## config.mk

```make
export PLATFORM = sky130hd
export DESIGN_NAME = timer_counter
export DESIGN_NICKNAME = d
export VERILOG_FILES = /design/src/timer_pkg.sv /design/src/timer_counter.sv
export SDC_FILE = /design/constraint.sdc
export NUM_CORES = 1
export LEC_CHECK = 0
export ABC_CLOCK_PERIOD_IN_PS = 4840
export BUFFER_PORTS_ARGS = -buffer_cell sky130_fd_sc_hd__buf_4
export CORE_ASPECT_RATIO = 1.25
export CORE_MARGIN = 5
export CORE_UTILIZATION = 45
export CTS_BUF_LIST = sky130_fd_sc_hd__clkbuf_2 sky130_fd_sc_hd__clkbuf_4 sky130_fd_sc_hd__clkbuf_8
export CTS_CLUSTER_DIAMETER = 30
export DETAILED_ROUTE_END_ITERATION = 6
export GPL_ROUTABILITY_DRIVEN = 0
export PLACE_DENSITY = 0.68
export SLEW_MARGIN = 0
export SYNTH_ARGS = -nofsm -noshare
export SYNTH_HDL_FRONTEND = slang
export SYNTH_SLANG_ARGS = --single-unit
```

## constraint.sdc

```tcl
create_clock -name clk -period 4.84 [get_ports clk]
set_input_delay 0.968 -clock clk [delete_from_list [all_inputs] [get_ports clk]]
set_output_delay 0.968 -clock clk [all_outputs]
set_load 0.05 [all_outputs]
```

## src/timer_pkg.sv

```systemverilog
// Constants, register map and carrier types for the 8/16-bit timer block
package timer_pkg;
   // Register byte offsets on the AXI4-Lite bus
   localparam logic [7:0] ADDR_COUNT_LOW  = 8'h00;
   localparam logic [7:0] ADDR_COUNT_HIGH = 8'h04;
   localparam logic [7:0] ADDR_COMPARE_A  = 8'h08;
   localparam logic [7:0] ADDR_COMPARE_B  = 8'h0c;
   localparam logic [7:0] ADDR_CONTROL_A  = 8'h10;
   localparam logic [7:0] ADDR_CONTROL_B  = 8'h14;
   localparam logic [7:0] ADDR_FLAGS      = 8'h18;
   localparam logic [7:0] ADDR_MASK       = 8'h1c;
   // Flag and mask bit positions
   localparam int FLAG_OVERFLOW  = 0;
   localparam int FLAG_COMPARE_A = 1;
   localparam int FLAG_COMPARE_B = 2;
   localparam int FLAG_CAPTURE   = 3;
   localparam int FLAG_COUNT     = 4;
   // Count limits
   localparam logic [7:0]  COUNT_MAX8   = 8'hff;
   localparam logic [15:0] COUNT_MAX16  = 16'hffff;
   localparam logic [7:0]  COUNT_BOTTOM = 8'h00;
   // Clock select codes
   localparam logic [2:0] CS_STOP     = 3'h0;
   localparam logic [2:0] CS_DIV1     = 3'h1;
   localparam logic [2:0] CS_DIV8     = 3'h2;
   localparam logic [2:0] CS_DIV64    = 3'h3;
   localparam logic [2:0] CS_DIV256   = 3'h4;
   localparam logic [2:0] CS_DIV1024  = 3'h5;
   localparam logic [2:0] CS_EXT_FALL = 3'h6;
   localparam logic [2:0] CS_EXT_RISE = 3'h7;
   // Prescaler tap masks: tap fires when all masked bits are ones
   localparam logic [9:0] PRESC_TAP8    = 10'h007;
   localparam logic [9:0] PRESC_TAP64   = 10'h03f;
   localparam logic [9:0] PRESC_TAP256  = 10'h0ff;
   localparam logic [9:0] PRESC_TAP1024 = 10'h3ff;
   // AXI responses
   localparam logic [1:0] RESP_OKAY   = 2'h0;
   localparam logic [1:0] RESP_SLVERR = 2'h2;
   // Mode control bits as held in control register A (bits 2..0)
   typedef struct packed {
      logic captureMode;
      logic widthSelect;
      logic clearOnMatch;
   } mode_ctrl_t;
   localparam mode_ctrl_t MODE_CTRL_RESET = '{captureMode: 1'b0, widthSelect: 1'b0,
                                              clearOnMatch: 1'b0};
   // Decoded modes of operation
   typedef enum logic [2:0] {
      MODE_NORMAL8,
      MODE_CTC8,
      MODE_WIDE16,
      MODE_CAPTURE8,
      MODE_CAPTURE16
   } timer_mode_t;
endpackage
```

## src/timer_counter.sv

```systemverilog
// 8/16-bit up-counting timer with compare, capture flags and AXI4-Lite registers
//
// The AXI4-Lite slave port and the placing of the registers were chosen for this implementation.
`timescale 1ns/1ps
// What this block does
// - Count low byte, compares are 8-bit registers
// - 16-bit adds high byte; compare B:A pair
// - Four flags, each maskable, all visible
// - Bottom zero; max 0xFF or 0xFFFF
// - Top is max or compare A
// - Increment each tick, restart from bottom
// - Select zero stops; select picks source
// - Counter readable and writable any time
// - CPU counter write beats clear/increment
// - Mode decode from capture, width, clear bits
// - Compare writes take effect immediately
// - Normal 8-bit wraps, overflow on zero
// - Hardware only sets overflow, never clears
// - Clear-on-match clears counter at compare A
// - Clear-on-match raises compare A flag
// - Compare below count misses until wrap
// - Clear-on-match still flags overflow at max
// - 16-bit wraps, overflow on zero
// - Two compare units 8-bit, one 16-bit
// - Select codes: /1,/8,/64,/256,/1024, pin edges
// - Flag set next tick; 16-bit only A
// - Counter write blocks next-tick compare match
module timer_counter (
   input  wire logic        clk,
   input  wire logic        reset_n,
   input  wire logic [7:0]  awaddr,
   input  wire logic        awvalid,
   output logic             awready,
   input  wire logic [31:0] wdata,
   input  wire logic [3:0]  wstrb,
   input  wire logic        wvalid,
   output logic             wready,
   output logic [1:0]       bresp,
   output logic             bvalid,
   input  wire logic        bready,
   input  wire logic [7:0]  araddr,
   input  wire logic        arvalid,
   output logic             arready,
   output logic [31:0]      rdata,
   output logic [1:0]       rresp,
   output logic             rvalid,
   input  wire logic        rready,
   input  wire logic        externalCountPin,
   input  wire logic        captureStrobe,
   input  wire logic [3:0]  irqAck,
   output logic [3:0]       timerIrq
);
   // Bus state: held write address/data, write response and read data
   logic                    awHeld_reg;      // Address taken, waiting
   logic                    wHeld_reg;       // Data taken, waiting
   logic [7:0]              awAddr_reg;      // Held write address
   logic [31:0]             wData_reg;       // Held write data
   logic [3:0]              wStrb_reg;       // Held byte strobes
   logic                    bValid_reg;      // Write response pending
   logic [1:0]              bResp_reg;       // Write response code
   logic                    rValid_reg;      // Read data pending
   logic [31:0]             rData_reg;       // Read data
   logic [1:0]              rResp_reg;       // Read response code
   // Timer state
   logic [7:0]              countLow_reg;    // Counter low byte
   logic [7:0]              countHigh_reg;   // Counter high byte
   logic [7:0]              compareA_reg;    // Compare A
   logic [7:0]              compareB_reg;    // Compare B
   timer_pkg::mode_ctrl_t   modeCtrl_reg;    // Mode bits
   logic [2:0]              clockSelect_reg; // Clock select field
   logic [3:0]              flags_reg;       // Sticky flags
   logic [3:0]              flags_next;      // Next flag value
   logic [3:0]              mask_reg;        // Flag mask
   logic                    blockMatch_reg;  // Suppress next-tick match
   logic [9:0]              prescale_reg;    // Free-running prescaler
   logic                    extSync1_reg;    // Pin synchroniser stage 1
   logic                    extSync2_reg;    // Pin synchroniser stage 2
   logic                    extLast_reg;     // Previous synced level
   // Decoded controls
   logic                    wrFire;          // Write performed this cycle
   logic                    wrByte0;         // Low byte lane enabled
   logic                    cpuCountWrite;   // Any counter byte write
   logic                    timerTick;       // Timer tick enable
   timer_pkg::timer_mode_t  mode;            // Decoded mode
   logic                    wide;            // 16-bit operation
   logic                    ctc;             // 8-bit clear-on-match
   logic [15:0]             count16;         // Full count
   logic                    matchA;          // Compare A unit match
   logic                    matchB;          // Compare B unit match
   logic                    atMax;           // Counter at max
   logic [3:0]              flagSet;         // Hardware set requests
   logic [3:0]              flagClr;         // Software/ack clears
   logic [31:0]             readData;        // Read mux output

   // Mode decode from capture, width and clear-on-match bits
   function automatic timer_pkg::timer_mode_t decodeMode(input timer_pkg::mode_ctrl_t c);
      if (c.captureMode) begin
         decodeMode = c.widthSelect ? timer_pkg::MODE_CAPTURE16 : timer_pkg::MODE_CAPTURE8;
      end else if (c.widthSelect) begin
         decodeMode = timer_pkg::MODE_WIDE16;
      end else if (c.clearOnMatch) begin
         decodeMode = timer_pkg::MODE_CTC8;
      end else begin
         decodeMode = timer_pkg::MODE_NORMAL8;
      end
   endfunction

   // True for the eight mapped register offsets
   function automatic logic isMapped(input logic [7:0] a);
      isMapped = (a == timer_pkg::ADDR_COUNT_LOW) || (a == timer_pkg::ADDR_COUNT_HIGH) ||
                 (a == timer_pkg::ADDR_COMPARE_A) || (a == timer_pkg::ADDR_COMPARE_B) ||
                 (a == timer_pkg::ADDR_CONTROL_A) || (a == timer_pkg::ADDR_CONTROL_B) ||
                 (a == timer_pkg::ADDR_FLAGS) || (a == timer_pkg::ADDR_MASK);
   endfunction

   assign mode    = decodeMode(modeCtrl_reg);
   assign wide    = (mode == timer_pkg::MODE_WIDE16) || (mode == timer_pkg::MODE_CAPTURE16);
   assign ctc     = (mode == timer_pkg::MODE_CTC8);
   assign count16 = {countHigh_reg, countLow_reg};
   // One 16-bit compare (B high, A low) or two 8-bit units
   assign matchA  = wide ? (count16 == {compareB_reg, compareA_reg})
                         : (countLow_reg == compareA_reg);
   assign matchB  = !wide && (countLow_reg == compareB_reg);
   assign atMax   = wide ? (count16 == timer_pkg::COUNT_MAX16)
                         : (countLow_reg == timer_pkg::COUNT_MAX8);

   // Bus handshakes; a new write waits until the response is taken
   assign awready = !awHeld_reg && !bValid_reg;
   assign wready  = !wHeld_reg && !bValid_reg;
   assign wrFire  = awHeld_reg && wHeld_reg && !bValid_reg;
   assign wrByte0 = wStrb_reg[0];
   assign bvalid  = bValid_reg;
   assign bresp   = bResp_reg;
   assign arready = !rValid_reg;
   assign rvalid  = rValid_reg;
   assign rdata   = rData_reg;
   assign rresp   = rResp_reg;
   assign cpuCountWrite = wrFire && wrByte0 &&
                          ((awAddr_reg == timer_pkg::ADDR_COUNT_LOW) ||
                           (awAddr_reg == timer_pkg::ADDR_COUNT_HIGH));

   // Write address and data are taken independently, in either order
   always_ff @(posedge clk or negedge reset_n) begin
      if (!reset_n) begin
         awHeld_reg <= 1'b0;
         wHeld_reg  <= 1'b0;
         awAddr_reg <= 8'h00;
         wData_reg  <= 32'h0000_0000;
         wStrb_reg  <= 4'h0;
      end else begin
         if (awvalid && awready) begin
            awHeld_reg <= 1'b1;
            awAddr_reg <= awaddr;
         end else if (wrFire) begin
            awHeld_reg <= 1'b0;
         end
         if (wvalid && wready) begin
            wHeld_reg <= 1'b1;
            wData_reg <= wdata;
            wStrb_reg <= wstrb;
         end else if (wrFire) begin
            wHeld_reg <= 1'b0;
         end
      end
   end

   // Write response one cycle after both halves are held
   always_ff @(posedge clk or negedge reset_n) begin
      if (!reset_n) begin
         bValid_reg <= 1'b0;
         bResp_reg  <= timer_pkg::RESP_OKAY;
      end else if (wrFire) begin
         bValid_reg <= 1'b1;
         bResp_reg  <= isMapped(awAddr_reg) ? timer_pkg::RESP_OKAY : timer_pkg::RESP_SLVERR;
      end else if (bready) begin
         bValid_reg <= 1'b0;
      end
   end

   // Read mux; bits above each register read as zero
   always_comb begin
      readData = 32'h0000_0000;
      if (araddr == timer_pkg::ADDR_COUNT_LOW) begin
         readData[7:0] = countLow_reg;
      end else if (araddr == timer_pkg::ADDR_COUNT_HIGH) begin
         readData[7:0] = countHigh_reg;
      end else if (araddr == timer_pkg::ADDR_COMPARE_A) begin
         readData[7:0] = compareA_reg;
      end else if (araddr == timer_pkg::ADDR_COMPARE_B) begin
         readData[7:0] = compareB_reg;
      end else if (araddr == timer_pkg::ADDR_CONTROL_A) begin
         readData[2:0] = modeCtrl_reg;
      end else if (araddr == timer_pkg::ADDR_CONTROL_B) begin
         readData[2:0] = clockSelect_reg;
      end else if (araddr == timer_pkg::ADDR_FLAGS) begin
         readData[3:0] = flags_reg;
      end else if (araddr == timer_pkg::ADDR_MASK) begin
         readData[3:0] = mask_reg;
      end
   end

   // Read data registered one cycle after the address is taken
   always_ff @(posedge clk or negedge reset_n) begin
      if (!reset_n) begin
         rValid_reg <= 1'b0;
         rData_reg  <= 32'h0000_0000;
         rResp_reg  <= timer_pkg::RESP_OKAY;
      end else if (arvalid && arready) begin
         rValid_reg <= 1'b1;
         rData_reg  <= readData;
         rResp_reg  <= isMapped(araddr) ? timer_pkg::RESP_OKAY : timer_pkg::RESP_SLVERR;
      end else if (rready) begin
         rValid_reg <= 1'b0;
      end
   end

   // Control, clock select and mask registers
   always_ff @(posedge clk or negedge reset_n) begin
      if (!reset_n) begin
         modeCtrl_reg    <= timer_pkg::MODE_CTRL_RESET;
         clockSelect_reg <= timer_pkg::CS_STOP;
         mask_reg        <= 4'h0;
      end else if (wrFire && wrByte0) begin
         if (awAddr_reg == timer_pkg::ADDR_CONTROL_A) begin
            modeCtrl_reg <= timer_pkg::mode_ctrl_t'(wData_reg[2:0]);
         end else if (awAddr_reg == timer_pkg::ADDR_CONTROL_B) begin
            clockSelect_reg <= wData_reg[2:0];
         end else if (awAddr_reg == timer_pkg::ADDR_MASK) begin
            mask_reg <= wData_reg[3:0];
         end
      end
   end

   // Compare registers: no shadow copy, so a write acts on the next compare.
   // A capture in the same cycle as a CPU write wins so the timestamp is kept.
   always_ff @(posedge clk or negedge reset_n) begin
      if (!reset_n) begin
         compareA_reg <= 8'h00;
         compareB_reg <= 8'h00;
      end else if (modeCtrl_reg.captureMode && captureStrobe) begin
         compareA_reg <= countLow_reg;
         if (wide) begin
            compareB_reg <= countHigh_reg;
         end
      end else if (wrFire && wrByte0) begin
         if (awAddr_reg == timer_pkg::ADDR_COMPARE_A) begin
            compareA_reg <= wData_reg[7:0];
         end else if (awAddr_reg == timer_pkg::ADDR_COMPARE_B) begin
            compareB_reg <= wData_reg[7:0];
         end
      end
   end

   // Free-running prescaler and external pin synchroniser
   always_ff @(posedge clk or negedge reset_n) begin
      if (!reset_n) begin
         prescale_reg <= 10'h000;
         extSync1_reg <= 1'b0;
         extSync2_reg <= 1'b0;
         extLast_reg  <= 1'b0;
      end else begin
         prescale_reg <= prescale_reg + 10'h001;
         extSync1_reg <= externalCountPin;
         extSync2_reg <= extSync1_reg;
         extLast_reg  <= extSync2_reg;
      end
   end

   // Clock select: the prescaler runs on regardless, so the first prescaled
   // tick after enabling lands anywhere within one divider period
   always_comb begin
      case (clockSelect_reg)
         timer_pkg::CS_DIV1:     timerTick = 1'b1;
         timer_pkg::CS_DIV8:     timerTick = &(prescale_reg | ~timer_pkg::PRESC_TAP8);
         timer_pkg::CS_DIV64:    timerTick = &(prescale_reg | ~timer_pkg::PRESC_TAP64);
         timer_pkg::CS_DIV256:   timerTick = &(prescale_reg | ~timer_pkg::PRESC_TAP256);
         timer_pkg::CS_DIV1024:  timerTick = &(prescale_reg | ~timer_pkg::PRESC_TAP1024);
         timer_pkg::CS_EXT_FALL: timerTick = extLast_reg && !extSync2_reg;
         timer_pkg::CS_EXT_RISE: timerTick = !extLast_reg && extSync2_reg;
         default:                timerTick = 1'b0;
      endcase
   end

   // Counter: CPU write first, then clear-on-match, then increment
   always_ff @(posedge clk or negedge reset_n) begin
      if (!reset_n) begin
         countLow_reg  <= timer_pkg::COUNT_BOTTOM;
         countHigh_reg <= timer_pkg::COUNT_BOTTOM;
      end else if (cpuCountWrite) begin
         if (awAddr_reg == timer_pkg::ADDR_COUNT_LOW) begin
            countLow_reg <= wData_reg[7:0];
         end else begin
            countHigh_reg <= wData_reg[7:0];
         end
      end else if (timerTick) begin
         if (ctc && matchA) begin
            // Only equality clears, so a top below the count is missed
            countLow_reg <= timer_pkg::COUNT_BOTTOM;
         end else if (wide) begin
            {countHigh_reg, countLow_reg} <= count16 + 16'h0001;
         end else begin
            countLow_reg <= countLow_reg + 8'h01;
         end
      end
   end

   // Match block: armed by any counter write, spent by the next tick
   always_ff @(posedge clk or negedge reset_n) begin
      if (!reset_n) begin
         blockMatch_reg <= 1'b0;
      end else if (cpuCountWrite) begin
         blockMatch_reg <= 1'b1;
      end else if (timerTick) begin
         blockMatch_reg <= 1'b0;
      end
   end

   // Flag set and clear terms; a set in the clear cycle wins
   always_comb begin
      flagSet = 4'h0;
      flagSet[timer_pkg::FLAG_OVERFLOW]  = timerTick && !cpuCountWrite && atMax;
      flagSet[timer_pkg::FLAG_COMPARE_A] = timerTick && !blockMatch_reg && matchA;
      flagSet[timer_pkg::FLAG_COMPARE_B] = timerTick && !blockMatch_reg && matchB;
      flagSet[timer_pkg::FLAG_CAPTURE]   = modeCtrl_reg.captureMode && captureStrobe;
      flagClr = irqAck;
      if (wrFire && wrByte0 && (awAddr_reg == timer_pkg::ADDR_FLAGS)) begin
         flagClr = flagClr | wData_reg[3:0];
      end
      flags_next = (flags_reg & ~flagClr) | flagSet;
   end

   // Sticky flags
   always_ff @(posedge clk or negedge reset_n) begin
      if (!reset_n) begin
         flags_reg <= 4'h0;
      end else begin
         flags_reg <= flags_next;
      end
   end

   // Per-source request lines, each gated by its mask bit
   assign timerIrq = flags_reg & mask_reg;
endmodule

```

### Yosys cells after proc, flatten, opt, wreduce, memory -nomap -nowiden

Index checks and enable logic that the tools add are counted.

* add/sub/neg operators: 3
* multiply operators: 0
* divide/modulo/power cells: 0
* order comparisons: 0
* equality and inequality tests: 34
* shift operators: 0
* muxes and demuxes: 48
* bitwise gates (word level): 7
* reduce and logical (&&, ||, !) cells: 66

Operators by type and width (count)
* 2-to-1 mux 8 bit: 21
* equality test 8 x 5 -> 1 bit (second input constant): 8
* equality test 8 x 4 -> 1 bit (second input constant): 4
* logical AND 1 bit: 20
* 2-to-1 mux 4 bit: 5
* nonzero test 2 bit: 9
* adder 16 x 1 -> 16 bit (second input constant): 1
* equality test 16 bit: 1
* equality test 16 bit (second input constant): 1
* equality test 8 x 3 -> 1 bit (second input constant): 2
* equality test 8 bit: 2
* zero test 8 bit: 2
* equality test 3 bit (second input constant): 5
* logical OR 1 bit: 15
* 2-to-1 mux 3 bit: 5
* 2-to-1 mux 1 bit: 14
* AND reduction 4 bit: 3
* adder 10 x 1 -> 10 bit (second input constant): 1
* AND reduction 10 bit: 1
* equality test 3 x 2 -> 1 bit (second input constant): 3
* zero test 1 bit: 9
* adder 8 x 1 -> 8 bit (second input constant): 1
* AND 4 bit: 2
* equality test 8 bit (second input constant): 1
* 12 further kinds: 22

* bits in registers: 93
* bits in latches: 0
* bits in writable memories: 0
* memory bits (read-only): 0
* logic and storage cells: 183
* memories kept: 0

### Logic depth before layout (Yosys ltp)

Gate-level depths: netlist of the first run.

* depth in word-level cells: 10
* mapped depth: 9
* gate-level depth less buffers: 8

### Least setup slack after synthesis of the first run

No wires, ideal clock.

* path kind: in2reg
* start point: in araddr[0]
* end point: reg rData_reg[0] (netlist: rdata[0])
* arrival time: 2.408 ns
* required time: 4.715 ns
* setup slack: 2.308 ns
* cell stages on the path: 6
* buffers on the path: 0
* cell sequence: or4_1 nor3_2 nand2_1 nor3_1 o32ai_1 mux2_2

* cells in the longest elaborated chain, start to end: 9

RTL lines
* from (decl): RTL line timer_counter.sv:41 `input wire logic [7:0] araddr,`
* equality test 8 x 5 -> 1 bit: RTL line timer_counter.sv:197 `end else if (araddr == timer_pkg::ADDR_MASK) begin`
* 2-to-1 mux 4 bit: RTL line timer_counter.sv:197
* 2-to-1 mux 4 bit: RTL line timer_counter.sv:195 `end else if (araddr == timer_pkg::ADDR_FLAGS) begin`
* 2-to-1 mux 3 bit: RTL line timer_counter.sv:193 `end else if (araddr == timer_pkg::ADDR_CONTROL_B) begin`
* 2-to-1 mux 3 bit: RTL line timer_counter.sv:191 `end else if (araddr == timer_pkg::ADDR_CONTROL_A) begin`
* 2-to-1 mux 4 bit: RTL line timer_counter.sv:189 `end else if (araddr == timer_pkg::ADDR_COMPARE_B) begin`
* 2-to-1 mux 8 bit: RTL line timer_counter.sv:187 `end else if (araddr == timer_pkg::ADDR_COMPARE_A) begin`
* 2-to-1 mux 8 bit: RTL line timer_counter.sv:185 `end else if (araddr == timer_pkg::ADDR_COUNT_HIGH) begin`
* 2-to-1 mux 8 bit (*): RTL line timer_counter.sv:183 `if (araddr == timer_pkg::ADDR_COUNT_LOW) begin`
* to (signal assigned): RTL line timer_counter.sv:210 `rData_reg <= readData;`
* to (decl): RTL line timer_counter.sv:62 `logic [31:0] rData_reg;`

Every way passes the cells marked *; elsewhere a longest branch is shown, timed or not.
A chain may end at the register's enable or synchronous reset.

### Worst setup path after layout of the first run

* start point: reg countLow_reg[0]
* end point: reg countHigh_reg[2]

* cells in the longest elaborated chain, start to end: 5

RTL lines
* from (decl): RTL line timer_counter.sv:65 `logic [7:0] countLow_reg;`
* from (signal assigned): RTL line timer_counter.sv:287 `countLow_reg <= timer_pkg::COUNT_BOTTOM;`
* from (signal assigned): RTL line timer_counter.sv:291 `countLow_reg <= wData_reg[7:0];`
* from (signal assigned): RTL line timer_counter.sv:298 `countLow_reg <= timer_pkg::COUNT_BOTTOM;`
* adder 16 x 1 -> 16 bit (tied with other cells): RTL line timer_counter.sv:300 `{countHigh_reg, countLow_reg} <= count16 + 16'h0001;`
* 2-to-1 mux 8 bit or 2-to-1 mux 1 bit (tied branches): RTL line timer_counter.sv:299, timer_counter.sv:121
* 2-to-1 mux 8 bit or logical AND 1 bit (tied branches): RTL line timer_counter.sv:296 `if (ctc && matchA) begin`
* 2-to-1 mux 8 bit or inequality test 2 bit (tied branches)
* 2-to-1 mux 8 bit or AND reduction 4 bit (tied branches)
* to (signal assigned): RTL line timer_counter.sv:288 `countHigh_reg <= timer_pkg::COUNT_BOTTOM;`
* to (signal assigned): RTL line timer_counter.sv:293 `countHigh_reg <= wData_reg[7:0];`
* to (signal assigned): RTL line timer_counter.sv:300
* to (decl): RTL line timer_counter.sv:66 `logic [7:0] countHigh_reg;`

Parallel ways exist; a longest one is shown, timed or not. The select of a mux whose other input is x is not followed.

==> results of run 1 <==
## worst max-delay path, stage by stage, from the launching register on
cell and delay [ps]:
dfrtp_1 550, ha_1 250, nand3_1 190, nor4_1 1050, a21oi_1 160, nor2_1 130
o22ai_1 90, a21oi_1 140
## placed cells by master, fill, tap and decap left out, types with 7 or more instances in the layout
| cell type | netlist | routed |
|---|---|---|
| nand2_1 | 37 | 37 |
| inv_1 | 14 | 14 |
| a21oi_1 | 31 | 31 |
| xor2_1 | 17 | 17 |
| o21ai_0 | 19 | 19 |
| conb_1 | 1 | 26 |
| and2_1 | 8 | 8 |
| nand3_1 | 15 | 15 |
| dfrtp_1 | 91 | 91 |
| nor2_1 | 40 | 40 |
| mux2i_1 | 22 | 22 |
| xnor2_1 | 15 | 15 |
| nor3_1 | 13 | 13 |
| clkbuf_8 | 0 | 10 |
| mux2_2 | 28 | 28 |
| buf_4 | 27 | 59 |
| and3_1 | 7 | 7 |
## synth_stat cells (all sizes together), types with 6 or more instances
cell | instances | share of area
inv | 14 | 0.010
buf | 38 | 0.049
nor2 | 40 | 0.029
xor2 | 17 | 0.029
nor3 | 14 | 0.015
a21oi | 32 | 0.032
clkbuf | 18 | 0.013
nor4 | 8 | 0.014
dfrtp | 91 | 0.44
and3 | 7 | 0.0085
nand3 | 15 | 0.015
nand2 | 38 | 0.029
mux4 | 6 | 0.026
a22o | 6 | 0.010
mux2 | 28 | 0.061
xnor2 | 15 | 0.026
o21ai | 19 | 0.018
mux2i | 22 | 0.043
and2 | 9 | 0.011
## cell families after synthesis
family	share of synthesized area
other cells	0.000728
fa+ha+maj	0.00972
xor+xnor	0.0544
flops	0.442
buf+inv	0.0724
mux	0.130
simple gates	0.157
compound gates	0.133
## layout make-up
| class | instances | area, µm² | share of cell area |
|---|---|---|---|
| clock inverters | 4 | 26.3 | 0.00460 |
| well taps | 135 | 169 | 0.0296 |
| inverters | 14 | 52.6 | 0.00920 |
| flip-flops and latches | 91 | 2280 | 0.399 |
| clock buffers | 12 | 153 | 0.0267 |
| multi-input cells | 376 | 2590 | 0.454 |
| repair buffers | 59 | 443 | 0.0775 |
## through the flow
stage / instance area [µm²] / std cells
3_5_place_dp: 5530 / 675
2_1_floorplan: 5240 / 537
5_1_grt: 5710 / 691
3_3_place_gp: 5530 / 675
6_report: 5710 / 691
4_1_cts: 5710 / 691
## routing by layer
layer / share of wire / wire (µm) / vias up / track usage
li1: - / - / 1857 / -
met1: 0.43 / 5210 / 1862 / 0.238
met2: 0.49 / 5960 / 129 / 0.317
met3: 0.060 / 732 / 21 / 0.0384
met4: 0.021 / 250 / 0 / 0.0701
met5: 0 / 0 / - / 0
## final timing paths
path                            startpoint                to  depth (start not counted)
max                        countLow_reg[0]  countHigh_reg[2]                          7
min                           extSync1_reg      extSync2_reg                          0
max reg2reg                countLow_reg[0]  countHigh_reg[2]                          7
min reg2reg                   extSync1_reg      extSync2_reg                          0
max in group asynchronous          reset_n          rdata[5]                          2
min in group asynchronous          reset_n     awAddr_reg[3]                          1
## power breakdown
| group | switching, W | internal (W) |
|---|---|---|
| clock | 0.000275 | 0.000212 |
| combinational | 0.000407 | 0.000346 |
| sequential | 0.000280 | 0.000941 |
| total | 0.000962 | 0.00150 |
==> flow_metrics.py, run 1 <==
metrics = {
    "worst_setup_path": {
        "critical_path_class": "flop to flop",
        "cp_data_arrival_time_ps": 2930,
        "endpoint_kind": "flop",
        "start_kind": "flop",
        "reg2reg_slack_ps": 2210,
        "crit_path_max_fanout": 8,
        "cp.required_ps": 5130,
    },
    "routing": {
        "dr.pass1.iters": 5,
        "drc": 0,
        "wirelength_mm": 12.2,
        "dr_total_vias": 3869,
        "drtAntennaViolNets": 0,
        "drt_iter0_drc": 157,
        "routedWlPerCell_um": 17.6,
        "vias_per_cell": 5.60,
    },
    "placement": {
        "hpwl_mm": 8.92,
        "pre_cts_ws_ps": 2040,
        "io_buffers": 56,
    },
    "clock_network": {
        "cts_resized": 0,
        "clk_latency_ps": 370,
        "cts_buffer_depth": 2,
        "cts_buffers": 9,
        "root_buffer": "clkbuf_8",
        "clkTransAtPathRegs_ps": 100,
        "cts_tree": "done",
        "cts.htree.levels": 3,
        "hold_buffers": 0,
        "numClockSinks": 91,
        "post_cts_buffers": 0,
    },
    "logic_synthesis": {
        "synth.distinct_cells": 63,
        "synth_edf_count": 0,
        "async_flop_share": 1.00,
        "ys_warn_count": 0,
        "ys.flop_type": "dfrtp_1",
        "synth_seq_area_share": 0.442,
        "syn_inst": 512,
        "syn_area_per_cell_um2": 10.1,
        "ys_ff_latch": 91,
        "synthesis.area_um2": 5150,
    },
    "timing": {
        "max_freq_mhz": 380,
        "rsz0062_at_grt": "no",
        "period_needed_ps": 2630,
        "fin_ws_ps": 2210,
        "maxSlewViolCount": 0,
        "slew_headroom": 0.192,
        "period_share": 0.544,
        "setup_viol": 0,
        "tightest_slew_ps": 1200,
        "hold_slack_ps": 362,
        "skew_ps": 10.8,
        "hold_violations": 0,
        "setup_tns_ps": 0,
    },
    "global_routing": {
        "grt_pass1_wl_mm": 20.5,
        "grt_antenna_before_repair": 0,
        "grt_pass1_vias": 4042,
        "grt-ovfl-total": 0,
        "grt_util_all_layers": 0.187,
        "grt_max_degree": 51,
    },
    "die": {
        "fp.dieH_um": 130,
        "ios": 110,
        "core_um2": 11100,
        "start_util": 0.462,
        "die_width_um": 106,
        "fp.dieArea_um2": 13700,
        "rows": 43,
    },
    "power": {
        "p_per_area_nw_per_um2": 431,
        "finalPower_w": 0.00246,
        "ir_drop_mv": 0.252,
        "cellLeakagePower_nw": 2.61,
    },
    "layout": {
        "final_util": 0.513,
        "drive_gt1_frac": 0.210,
        "n_fill_cell": 1030,
        "num_antenna_cells": 0,
        "areaGrowthSynthToFinish_pct": 11.0,
        "largest_reg_flops": 10,
        "nets": 620,
    },
    "status": {
        "outcome": "complete, no violations",
    },
    "worst_hold_path": {
        "hp-class": "flop to flop",
    },
    "job": {
        "maxCapViolations": 0,
    },
}
(Power assumes the default switching activity.)
==> run 2: changes to the inputs <==
--- a/config.mk
+++ b/config.mk
@@ -5,7 +5,7 @@
 export SDC_FILE = /design/constraint.sdc
 export NUM_CORES = 1
 export LEC_CHECK = 0
-export ABC_CLOCK_PERIOD_IN_PS = 4840
+export ABC_CLOCK_PERIOD_IN_PS = 2750
 export BUFFER_PORTS_ARGS = -buffer_cell sky130_fd_sc_hd__buf_4
 export CORE_ASPECT_RATIO = 1.25
 export CORE_MARGIN = 5
==> constraint.sdc (replaced) <==
create_clock -name clk -period 2.75 [get_ports clk]
set_input_delay 0.55 -clock clk [delete_from_list [all_inputs] [get_ports clk]]
set_output_delay 0.55 -clock clk [all_outputs]
set_load 0.05 [all_outputs]
==> run 2 against run 1 <==
Effect of this change:
- final cell count increased by 1.2%
- global-route usage is 0.14 points lower
- sequential power rose by 75%
- non-clock buffer count is 8 higher
- count of clock-buffer cells in the layout is 2 lower
- worst hold slack got worse by 200 ps
- maximum frequency grew 9.1%
- power grew 77%
- die area unchanged
- first-iteration DRC count rose by 57%
- clock skew is 0.62 ps higher
- critical path type unchanged
- largest power group unchanged
==> flow_metrics.py, run 2 (synthesized netlist as in run 1, its figures left out) <==
metrics = {
    "layout": {
        "drive_gt1_frac": 0.222,
        "multi_input_area_um2": 2590,
        "num_antenna_cells": 0,
        "regArea_um2": 2280,
        "final_cell_mix": "91 x dfrtp_1, 66 x buf_4, 40 x nor2_1, 37 x nand2_1, 31 x a21oi_1",
        "largest_reg_flops": 10,
        "n_fill_cell": 1031,
        "areaGrowthSynthToFinish_pct": 12.4,
        "final_util": 0.520,
        "layout_commonest_cell": "dfrtp_1",
        "instances_no_fill": 699,
        "nets": 628,
    },
    "die": {
        "fp.dieArea_um2": 13700,
        "die_width_um": 106,
        "rows": 43,
        "start_util": 0.462,
        "ios": 110,
        "fp.dieH_um": 130,
        "core_um2": 11100,
    },
    "timing": {
        "period_needed_ps": 2410,
        "rsz0062_at_grt": "no",
        "hold_violations": 0,
        "setup_viol": 0,
        "skew_ps": 11.4,
        "slew_headroom": 0.520,
        "maxSlewViolCount": 0,
        "period_share": 0.878,
        "max_freq_mhz": 414,
        "hold_slack_ps": 161,
        "setup_tns_ps": 0,
        "tightest_slew_ps": 719,
    },
    "placement": {
        "io_buffers": 56,
        "hpwl_mm": 8.90,
        "dp_cells": 683,
    },
    "clock_network": {
        "root_buffer": "clkbuf_8",
        "hold_buffers": 0,
        "cts.htree.levels": 3,
        "numClockSinks": 91,
        "cts_buffer_depth": 2,
        "cts_tree": "done",
        "cts_buffers": 9,
        "cts_resized": 0,
        "clkTransAtPathRegs_ps": 100,
        "post_cts_buffers": 0,
        "clk_latency_ps": 370,
    },
    "job": {
        "maxCapViolations": 0,
    },
    "global_routing": {
        "grt_util_all_layers": 0.186,
        "grt_max_degree": 51,
        "grt-ovfl-total": 0,
        "grt_pass1_vias": 4065,
        "grt_pass1_wl_mm": 20.2,
        "grt_antenna_before_repair": 0,
    },
    "worst_hold_path": {
        "hp-class": "primary input to asynchronous set/reset pin",
    },
    "worst_setup_path": {
        "start_kind": "flop",
        "crit_path_max_fanout": 15,
        "reg2reg_to": "countLow_reg[7]",
        "cp.required_ps": 3010,
        "reg2reg_slack_ps": 340,
        "critical_path_class": "flop to flop",
        "cp_data_arrival_time_ps": 2670,
        "rr_worst_depth": 9,
        "rr_startpoint": "prescale_reg[0]",
        "endpoint_kind": "flop",
    },
    "routing": {
        "wirelength_mm": 12.1,
        "drtAntennaViolNets": 0,
        "routedWlPerCell_um": 17.3,
        "drt_iter0_drc": 247,
        "vias_per_cell": 5.61,
        "dr.pass1.iters": 4,
        "drc": 0,
        "dr_total_vias": 3922,
    },
    "power": {
        "p_per_area_nw_per_um2": 753,
        "ir_drop_mv": 0.582,
        "cellLeakagePower_nw": 2.64,
    },
    "status": {
        "outcome": "complete, no violations",
    },
}
-- run 2: layout make-up --
type / count / share of cell area
clock buffers: 10 / 0.0227
clock inverters: 6 / 0.00865
inverters: 14 / 0.00908
multi-input cells: 376 / 0.448
flip-flops and latches: 91 / 0.393
well taps: 135 / 0.0292
repair buffers: 67 / 0.0891
-- run 2: worst max path at each step --
| stage | from | endpoint | slack, ps | cells after the start |
|---|---|---|---|---|
| detailed placement | prescale_reg[0] | countLow_reg[7] | 350 | 9 |
| floorplan | bvalid | awAddr_reg[0] | 420 | 4 |
| global route | prescale_reg[0] | countLow_reg[7] | 130 | 9 |
| finish | prescale_reg[0] | countLow_reg[7] | 340 | 9 |
| CTS | prescale_reg[0] | countLow_reg[7] | 310 | 9 |
| global placement | araddr[0] | rdata[0] | 370 | 7 |
-- run 2: through the flow --
stage                     worst slack [ps]  instance area (µm²)  power [W]
after floorplan                        422                 5240    0.00309
after global placement                 373                 5610    0.00347
after detailed placement               346                 5610    0.00352
after CTS                              308                 5790    0.00439
after global routing                   126                 5790    0.00462
final                                  336                 5790    0.00436
-- run 2: critical path, cell delays in order, from the launching register on --
cell and delay (ps):
dfrtp_1 400, ha_1 190, ha_1 150, nor3b_1 180
o31a_1 160, a21oi_1 50, buf_4 190, a21oi_2 510
a21bo_2 300, a22o_1 170
-- run 2: where the power goes --
part	switching [W]	internal, W	leakage, nW
clock network	0.000515	0.000348	0.0805
registers	0.000473	0.00166	1.16
logic	0.000743	0.000621	1.40
-- run 2: layer usage --
metal  vias to the layer above  track usage  routed length, µm
li1                       1865            -                  -
met1                      1917        0.236               5090
met2                       122        0.315               6090
met3                        18       0.0374                709
met4                         0       0.0716                221
met5                         -            0                  0
